**src/shared/cap_sense_pkg.sv**
```systemverilog
// Package for the capacitive-sense control and status logic
package cap_sense_pkg;

  // ****************************************
  // Register map
  // ****************************************
  localparam logic [7:0] CTRL_ADDR      = 8'h9a;
  localparam logic [7:0] CTRL_RESET     = 8'h00;
  localparam logic [7:0] CTRL_READ_MASK = 8'hf9;

  // ****************************************
  // Field positions
  // ****************************************
  localparam int ENABLE_BIT  = 7;
  localparam int PME_BIT     = 6;
  localparam int DONE_BIT    = 5;
  localparam int BUSY_BIT    = 4;
  localparam int CMPEN_BIT   = 3;
  localparam int CMPF_BIT    = 0;

  // ****************************************
  // Start modes that allow a software start
  // ****************************************
  localparam logic [2:0] MODE_SW_A = 3'h0;
  localparam logic [2:0] MODE_SW_B = 3'h6;
  localparam logic [2:0] MODE_SW_C = 3'h7;

  localparam int RESULT_WIDTH = 16;

  typedef enum logic [0:0] {
    CONV_IDLE,
    CONV_RUN
  } conv_state_type;

  // Special function register access from the core
  typedef struct packed {
    logic       wr;
    logic       rd;
    logic [7:0] addr;
    logic [7:0] wdata;
  } sfr_req_type;

  // Events from the analog converter
  typedef struct packed {
    logic                    done;
    logic                    retry;
    logic [RESULT_WIDTH-1:0] result;
  } conv_event_type;

endpackage

```
**src/verilog/cap_sense_control.sv**
```systemverilog
// Control and status register for the capacitive-sense converter
`timescale 1ns/10ps
`default_nettype none
// Summary of operation
// - Enable bit clear keeps converter in low power; set makes it ready.
// - Pin-monitor retry event while enabled sets a sticky flag until firmware clears it.
// - Each finished conversion sets the done flag.
// - Hardware never clears the done flag; only firmware writes do.
// - Busy reads one during a conversion, zero otherwise.
// - Writing busy one starts conversion only in modes 000b, 110b, 111b.
// - Comparator enable compares accumulated result to the two-byte threshold.
// - Result above threshold sets a sticky comparator flag until cleared.
// - Bits 2:1 read zero and ignore writes.
module cap_sense_control
  import cap_sense_pkg::*;
(
  // Clock and reset
  input  wire logic                          core_clk,
  input  wire logic                          rst_n,
  // Register access
  input  wire cap_sense_pkg::sfr_req_type    sfr_req,
  output logic [7:0]                         sfr_rdata,
  // Converter side
  input  wire cap_sense_pkg::conv_event_type conv_evt,
  input  wire logic [2:0]                    start_mode_field,
  input  wire logic [7:0]                    threshold_high_byte,
  input  wire logic [7:0]                    threshold_low_byte,
  output logic                               converter_enable,
  output logic                               conv_start,
  output logic                               conv_busy_out
);
  import cap_sense_pkg::*;

  // ****************************************
  // State
  // ****************************************
  logic           enable_q;
  logic           pme_q;
  logic           done_q;
  logic           cmpen_q;
  logic           cmpf_q;
  logic           start_q;
  logic [7:0]     rdata_q;
  conv_state_type state_q;
  conv_state_type state_d;

  // ****************************************
  // Decode
  // ****************************************
  wire logic       hit      = sfr_req.addr == CTRL_ADDR;
  wire logic       wr_hit   = sfr_req.wr && hit;
  wire logic       rd_hit   = sfr_req.rd && hit;
  wire logic [7:0] wd       = sfr_req.wdata;
  wire logic       sw_mode  = (start_mode_field == MODE_SW_A) ||
                              (start_mode_field == MODE_SW_B) ||
                              (start_mode_field == MODE_SW_C);
  // Start ignored while idle-disabled or already running
  wire logic       sw_start = wr_hit && wd[BUSY_BIT] && sw_mode && enable_q &&
                              (state_q == CONV_IDLE);
  wire logic       running  = state_q == CONV_RUN;
  wire logic       finish   = running && conv_evt.done;
  wire logic [15:0] thresh  = {threshold_high_byte, threshold_low_byte};
  wire logic       over     = finish && cmpen_q && (conv_evt.result > thresh);
  wire logic       retry    = enable_q && conv_evt.retry;
  // Bits 2:1 forced to zero by the read mask
  wire logic [7:0] status   = {enable_q, pme_q, done_q, running, cmpen_q,
                               2'b00, cmpf_q} & CTRL_READ_MASK;

  // ****************************************
  // Conversion sequencer
  // ****************************************
  always_comb begin
    state_d = state_q;
    unique case (state_q)
      CONV_IDLE: if (sw_start) state_d = CONV_RUN;
      CONV_RUN:  if (finish || !enable_q) state_d = CONV_IDLE;
    endcase
  end

  always_ff @(posedge core_clk or negedge rst_n) begin
    if (!rst_n) begin
      state_q <= CONV_IDLE;
      start_q <= 1'b0;
    end else begin
      state_q <= state_d;
      start_q <= sw_start;
    end
  end

  // ****************************************
  // Control bits and sticky flags
  // ****************************************
  // Hardware set wins over a firmware clear in the same cycle
  always_ff @(posedge core_clk or negedge rst_n) begin
    if (!rst_n) begin
      enable_q <= CTRL_RESET[ENABLE_BIT];
      pme_q    <= CTRL_RESET[PME_BIT];
      done_q   <= CTRL_RESET[DONE_BIT];
      cmpen_q  <= CTRL_RESET[CMPEN_BIT];
      cmpf_q   <= CTRL_RESET[CMPF_BIT];
    end else begin
      if (wr_hit) begin
        enable_q <= wd[ENABLE_BIT];
        cmpen_q  <= wd[CMPEN_BIT];
      end
      pme_q  <= retry  || (wr_hit ? wd[PME_BIT]  : pme_q);
      done_q <= finish || (wr_hit ? wd[DONE_BIT] : done_q);
      cmpf_q <= over   || (wr_hit ? wd[CMPF_BIT] : cmpf_q);
    end
  end

  always_ff @(posedge core_clk or negedge rst_n) begin
    if (!rst_n) begin
      rdata_q <= CTRL_RESET;
    end else if (rd_hit) begin
      rdata_q <= status;
    end
  end

  assign sfr_rdata        = rdata_q;
  assign converter_enable = enable_q;
  assign conv_start       = start_q;
  assign conv_busy_out    = running;

  // ****************************************
  // Checks
  // ****************************************
  AST_DONE_SETS: assert property (@(posedge core_clk) disable iff (!rst_n)
    finish |=> done_q)
    else $error("done flag not set after conversion end");
  AST_BUSY_DROPS: assert property (@(posedge core_clk) disable iff (!rst_n)
    finish |=> (!conv_busy_out && done_q))
    else $error("busy not dropped with done flag");
  AST_DONE_HOLDS: assert property (@(posedge core_clk) disable iff (!rst_n)
    (done_q && !(wr_hit && !wd[DONE_BIT])) |=> done_q)
    else $error("done flag cleared without firmware");
  AST_PME_SETS: assert property (@(posedge core_clk) disable iff (!rst_n)
    retry |=> pme_q)
    else $error("pin monitor flag not set");
  AST_START_MODE: assert property (@(posedge core_clk) disable iff (!rst_n)
    (wr_hit && wd[BUSY_BIT] && enable_q && !running && sw_mode) |=> conv_busy_out)
    else $error("allowed start did not begin conversion");
  AST_NO_BAD_START: assert property (@(posedge core_clk) disable iff (!rst_n)
    (!running && !sw_mode) |=> !conv_busy_out)
    else $error("conversion started in hardware mode");
  AST_CMP_FLAG: assert property (@(posedge core_clk) disable iff (!rst_n)
    (finish && cmpen_q && conv_evt.result > thresh) |=> cmpf_q)
    else $error("comparator flag missed");
  AST_CMP_OFF: assert property (@(posedge core_clk) disable iff (!rst_n)
    (!cmpen_q && !cmpf_q && !(wr_hit && wd[CMPF_BIT])) |=> !cmpf_q)
    else $error("comparator flag set while disabled");
  AST_UNUSED_ZERO: assert property (@(posedge core_clk) disable iff (!rst_n)
    $rose(rd_hit) |=> (sfr_rdata[2:1] == 2'b00))
    else $error("unused bits read nonzero");
  AST_DISABLED_IDLE: assert property (@(posedge core_clk) disable iff (!rst_n)
    !enable_q |=> !conv_busy_out)
    else $error("converter busy while disabled");

  // ****************************************
  // Checks on the start strobe and busy
  // ****************************************
  AST_START_PULSE: assert property (@(posedge core_clk) disable iff (!rst_n)
    sw_start |=> conv_start)
    else $error("start strobe missing");
  AST_START_ONE: assert property (@(posedge core_clk) disable iff (!rst_n)
    conv_start |=> !conv_start)
    else $error("start strobe longer than one cycle");
  AST_START_DISABLED: assert property (@(posedge core_clk) disable iff (!rst_n)
    (wr_hit && wd[BUSY_BIT] && !enable_q) |=> !conv_start)
    else $error("start accepted while disabled");
  AST_BUSY_ZERO_WRITE: assert property (@(posedge core_clk) disable iff (!rst_n)
    (!running && !(wr_hit && wd[BUSY_BIT])) |=> !conv_busy_out)
    else $error("busy set without a start write");
  AST_BUSY_STAYS: assert property (@(posedge core_clk) disable iff (!rst_n)
    (running && !finish && enable_q) |=> conv_busy_out)
    else $error("busy dropped before conversion end");
  AST_ABORT: assert property (@(posedge core_clk) disable iff (!rst_n)
    (running && !enable_q) |=> !conv_busy_out)
    else $error("conversion not stopped on disable");
  AST_READ_BUSY: assert property (@(posedge core_clk) disable iff (!rst_n)
    (rd_hit && running) |=> sfr_rdata[BUSY_BIT])
    else $error("busy bit reads zero during conversion");

  // ****************************************
  // Checks on the sticky flags
  // ****************************************
  AST_PME_HOLDS: assert property (@(posedge core_clk) disable iff (!rst_n)
    (pme_q && !(wr_hit && !wd[PME_BIT])) |=> pme_q)
    else $error("pin monitor flag lost");
  AST_PME_CLEAR: assert property (@(posedge core_clk) disable iff (!rst_n)
    (wr_hit && !wd[PME_BIT] && !retry) |=> !pme_q)
    else $error("pin monitor flag not cleared");
  AST_DONE_CLEAR: assert property (@(posedge core_clk) disable iff (!rst_n)
    (wr_hit && !wd[DONE_BIT] && !finish) |=> !done_q)
    else $error("done flag not cleared");
  AST_DONE_QUIET: assert property (@(posedge core_clk) disable iff (!rst_n)
    (!finish && !done_q && !(wr_hit && wd[DONE_BIT])) |=> !done_q)
    else $error("done flag set without a conversion");
  AST_IDLE_DONE_IGNORED: assert property (@(posedge core_clk) disable iff (!rst_n)
    (!running && conv_evt.done && !done_q && !(wr_hit && wd[DONE_BIT])) |=> !done_q)
    else $error("stray done accepted while idle");
  AST_CMPF_HOLDS: assert property (@(posedge core_clk) disable iff (!rst_n)
    (cmpf_q && !(wr_hit && !wd[CMPF_BIT])) |=> cmpf_q)
    else $error("comparator flag lost");
  AST_CMP_NOT_OVER: assert property (@(posedge core_clk) disable iff (!rst_n)
    (finish && conv_evt.result <= thresh && !cmpf_q && !(wr_hit && wd[CMPF_BIT])) |=> !cmpf_q)
    else $error("comparator flag set without exceeding threshold");

  // ****************************************
  // Checks on the control bits
  // ****************************************
  AST_ENABLE_SET: assert property (@(posedge core_clk) disable iff (!rst_n)
    (wr_hit && wd[ENABLE_BIT]) |=> converter_enable)
    else $error("enable not set by write");
  AST_ENABLE_CLR: assert property (@(posedge core_clk) disable iff (!rst_n)
    (wr_hit && !wd[ENABLE_BIT]) |=> !converter_enable)
    else $error("enable not cleared by write");
  AST_CMPEN_FOLLOWS: assert property (@(posedge core_clk) disable iff (!rst_n)
    (wr_hit && wd[CMPEN_BIT]) |=> cmpen_q)
    else $error("comparator enable not set by write");

endmodule
`default_nettype wire

```
**config.mk**
```make
export PLATFORM = sky130hd
export DESIGN_NAME = cap_sense_control
export DESIGN_NICKNAME = d
export VERILOG_FILES = /design/src/shared/cap_sense_pkg.sv /design/src/verilog/cap_sense_control.sv
export SDC_FILE = /design/constraint.sdc
export NUM_CORES = 1
export LEC_CHECK = 0
export BUFFER_PORTS_ARGS = -buffer_cell sky130_fd_sc_hd__buf_4
export CORE_MARGIN = 2
export CORE_UTILIZATION = 45
export DETAILED_ROUTE_END_ITERATION = 16
export GPL_TIMING_DRIVEN = 0
export PLACE_DENSITY_LB_ADDON = 0.2
export SLEW_MARGIN = 20
export SYNTH_ARGS = -nofsm -noshare
export SYNTH_HDL_FRONTEND = slang
export SYNTH_SLANG_ARGS = --single-unit
```
**constraint.sdc**
```tcl
create_clock -name core_clk -period 1.68 [get_ports core_clk]
set_input_delay 0.252 -clock core_clk [delete_from_list [all_inputs] [get_ports core_clk]]
set_output_delay 0.252 -clock core_clk [all_outputs]
set_load 0.005 [all_outputs]
```
==> run summary <==
For this run, the slowest stage of the critical path takes 0.31 ns. Internal power comes to 0.000563 W. The via count normalized by instance count is 4.92, and the final cycle utilization of the critical path is 77.9%. The number of diodes is 0, and the leakage power of the design is 0.934 nW. In this run the biggest area consumer among cell types represents 30.4% of the synthesized area.

The logs give 0.319 mV for the largest vdd supply drop and 0.000750 W for the total chip power. The logs give 0.764 GHz for the timing-limited maximum frequency and 17 for the total number of placement rows. The netlist uses 28 different library cells.

In the synthesized netlist, the cells that appear most often are ha_1 (16), inv_1 (16), dfrtp_1 (13), mux2_4 (8). The logs give 197 for the final cell count without fillers and 1 for the total number of H-tree levels. The tools report the layout net count as 243. The number of nets still failing antenna checks after routing was 0. Sort of element at the end of the critical path: a flop. The tree is rooted in a clkbuf_4. The critical-path cell with the highest stage delay was ha_1. The part of the Yosys area used for sequential elements was 30.4%; the power density normalized to cell area was 464 nW/um2. The tool flagged a number of max-cap violations equal to 0. The largest total area in the synthesized netlist belongs to dfrtp_1.

Setup repair after global routing left no endpoint under its margin. The tree built by TritonCTS fans out to 13 sinks. The tools report the final number of setup-violating endpoints as 0. The horizontal die dimension was 52.7 um; the final worst clock skew was 0.00304 ns. The mean instance size in the synthesized netlist came out at 10.7 um2.

The first global-routing pass estimated 4150 um of wire. The buffers plus inverters on the worst setup path works out to 1. The time the final worst path needs with I/O delays and setup was 1.31 ns. In this design, the largest share of critical-path delay is due to simple AND/OR/NAND/NOR gates.

In this run switching power makes up 25.0% of total power. Summing over every cut layer, the via total after detailed routing is 969. The tools report the remaining routing DRC violations as 0.

In this run, flip-flops and latches consume 44.9% of the power. The number of setup buffers added after CTS was 0; the fraction of synthesis flops using an asynchronous set or reset pin was 100%. Among all flip-flop cells after synthesis, the most frequent one is dfrtp_1. The clock network fraction of design power was 24.4%. The path class of the tightest hold or removal check is in -> reg. Of the cells placed in the final design, the portion with a size suffix greater than 1 is 50.3%. The count of buffers from port buffering is 63, and the number of storage elements in the synthesis netlist is 13.

The number of synthesized flops with an enable pin is 0, and the part of the power in combinational logic is 30.7%. For this block, the routed nets add up to 2470 um of wire. At the later pin of the worst-skew pair, clock insertion delay measures 0.26 ns. The routability-driven placement congestion ratio was 0.650; the setup TNS after final layout was 0 ns.

Core occupancy in the finished layout: 72.4%. The number of antenna violations at the first check in global routing was 0; the endpoint arrival time on the critical path was 1.46 ns. The all-layer global routing usage was 20.2%. Synthesis-to-layout area growth: 51.3%.

Area of the core: 2230 um2. Number of cells in the design after placement: 192. The tools report the nature of the critical path startpoint as an input port.

Counting along the longest clock path gives a buffer depth of 2. The floorplan step defined a die boundary enclosing 2780 um2. Summed over all layers, the global routing overflow is 0. In the post-synthesis netlist, the biggest area contributors are dfrtp_1 (30%), ha_1 (19%), mux2_4 (11%). Data on the critical path is required at its endpoint by 1.83 ns. 68 I/O pins were placed.

The detailed router finished its first iteration with 5 violations. The logs give 100 for the synthesized instance count and 0 for the total count of hold-check failures in the final report. After clock tree synthesis, the clock-pin slew on the worst setup and hold paths is 0.07 ns. Entering global routing, the biggest net connects 14 pins.

For the netlist area before placement, the log shows 1070 um2. The max-slew violation total from the final report is 0, and the floorplan die height is 52.7 um. The top fanout value on the critical path works out to 3. The first detailed-routing pass ran for 4 iterations. For this configuration, the core starts out at a cell density of 47.8%.

The tools report the via count of the first global-routing pass as 1052. Detailed placement ended at an HPWL of 2200 um. The placed cell area came out at 1580 um2.

Number of buffers created by CTS: 3. The flow ran to the end, and the final reports show no timing, DRC or antenna violations. During synthesis, Yosys emitted a total of 0 warnings.

With fillers left out, the area of the finished cells amounts to 1620 um2. For this design the total switching power over the nets is 0.000187 W. The critical path goes through buf_4 -> ha_1 -> nand4_1 -> nor3_2 -> a21boi_2 -> nor4_1 -> o21ai_1.

TritonCTS built the clock tree. The worst setup path is of the in -> reg kind. The detailed-route wire length per cell came out at 12.5 um.
## per-layer routing
layer / global-route usage, % / part of all wire, % / vias to the layer above
met5: 0 / 0 / -
met4: 6.41 / 0 / 0
met3: 1.71 / 5.8 / 0
met2: 43.5 / 56 / 37
met1: 19.1 / 38 / 444
li1: - / - / 488
## layout by cell type, fill, tap and decap left out, drive strengths merged, types with 4 or more instances in the layout
| master | n |
|---|---|
| ha | 16 |
| nand2 | 8 |
| nand4 | 4 |
| clkbuf | 4 |
| mux2 | 8 |
| buf | 65 |
| dfrtp | 13 |
| inv | 16 |
| a21oi | 6 |
## power groups by stage
| stage | clock, W | combinational (W) | sequential, W |
|---|---|---|---|
| 2_1_floorplan | 0 | 0.0000960 | 0.000341 |
| 3_3_place_gp | 0 | 0.000215 | 0.000342 |
| 3_5_place_dp | 0 | 0.000230 | 0.000343 |
| 4_1_cts | 0.000190 | 0.000233 | 0.000337 |
| 5_1_grt | 0.000203 | 0.000259 | 0.000339 |
| 6_report | 0.000183 | 0.000230 | 0.000337 |
## what timing repair did
item	in CTS	in global routing
gates resized for setup	0	0
hold endpoints to repair	13	0
hold buffers	1	0
## final cells by class
type                       instances  area (um2)
buffer                             2        15.0
fill                             169         617
timing repair buffer              64         483
sequential                        13         325
multi-input combinational         70         672
inverter                          16        60.1
clock buffer                       4        26.3
tap                               28        35.0
## registers in the layout, indices dropped and copies added (netlist names)
name,count
conv_busy_out,1
conv_start,1
pme_q,1
converter_enable,1
cmpen_q,1
done_q,1
cmpf_q,1
sfr_rdata,6
## per-stage QoR
step / setup slack (ns) / hold WS [ns]
final: 0.371 / 0.181
after global routing: 0.275 / 0.192
after CTS: 0.372 / 0.171
after detailed placement: 0.0861 / 0.101
after global placement: 0.116 / 0.0998
after floorplan: 0.319 / -0.0436
## worst min-delay path, cell delays in order
cell and delay, ns:
buf_4 0.08, nand2_1 0.04, nand2_1 0.05
## path summary, 6_finish.rpt
| check | cells past startpoint | end | slack (ns) | from |
|---|---|---|---|---|
| hold reg to reg | 2 | done_q | 0.51 | done_q |
| min in group asynchronous | 2 | sfr_rdata[6] | 0.36 | rst_n |
| hold / removal | 3 | pme_q | 0.18 | conv_evt[16] |
| setup / recovery | 7 | cmpf_q | 0.37 | conv_evt[15] |
| max in group asynchronous | 2 | sfr_rdata[5] | 1.16 | rst_n |
| setup reg to reg | 2 | conv_busy_out | 0.77 | conv_busy_out |
## kinds of logic (layout without fill, tap and decap cells)
logic type | after synthesis | in the layout | share of synthesized area [%]
AND/OR/NAND/NOR | 26 | 26 | 20.6
AO/OA/AOI/OAI | 15 | 15 | 8.78
flip-flops | 13 | 13 | 30.4
multiplexers | 11 | 11 | 14.1
adder cells (fa/ha/maj) | 16 | 16 | 18.7
other | 1 | 2 | 0.351
buffers and inverters | 18 | 86 | 7.03
Note: power is estimated with default switching activity, not from simulation.
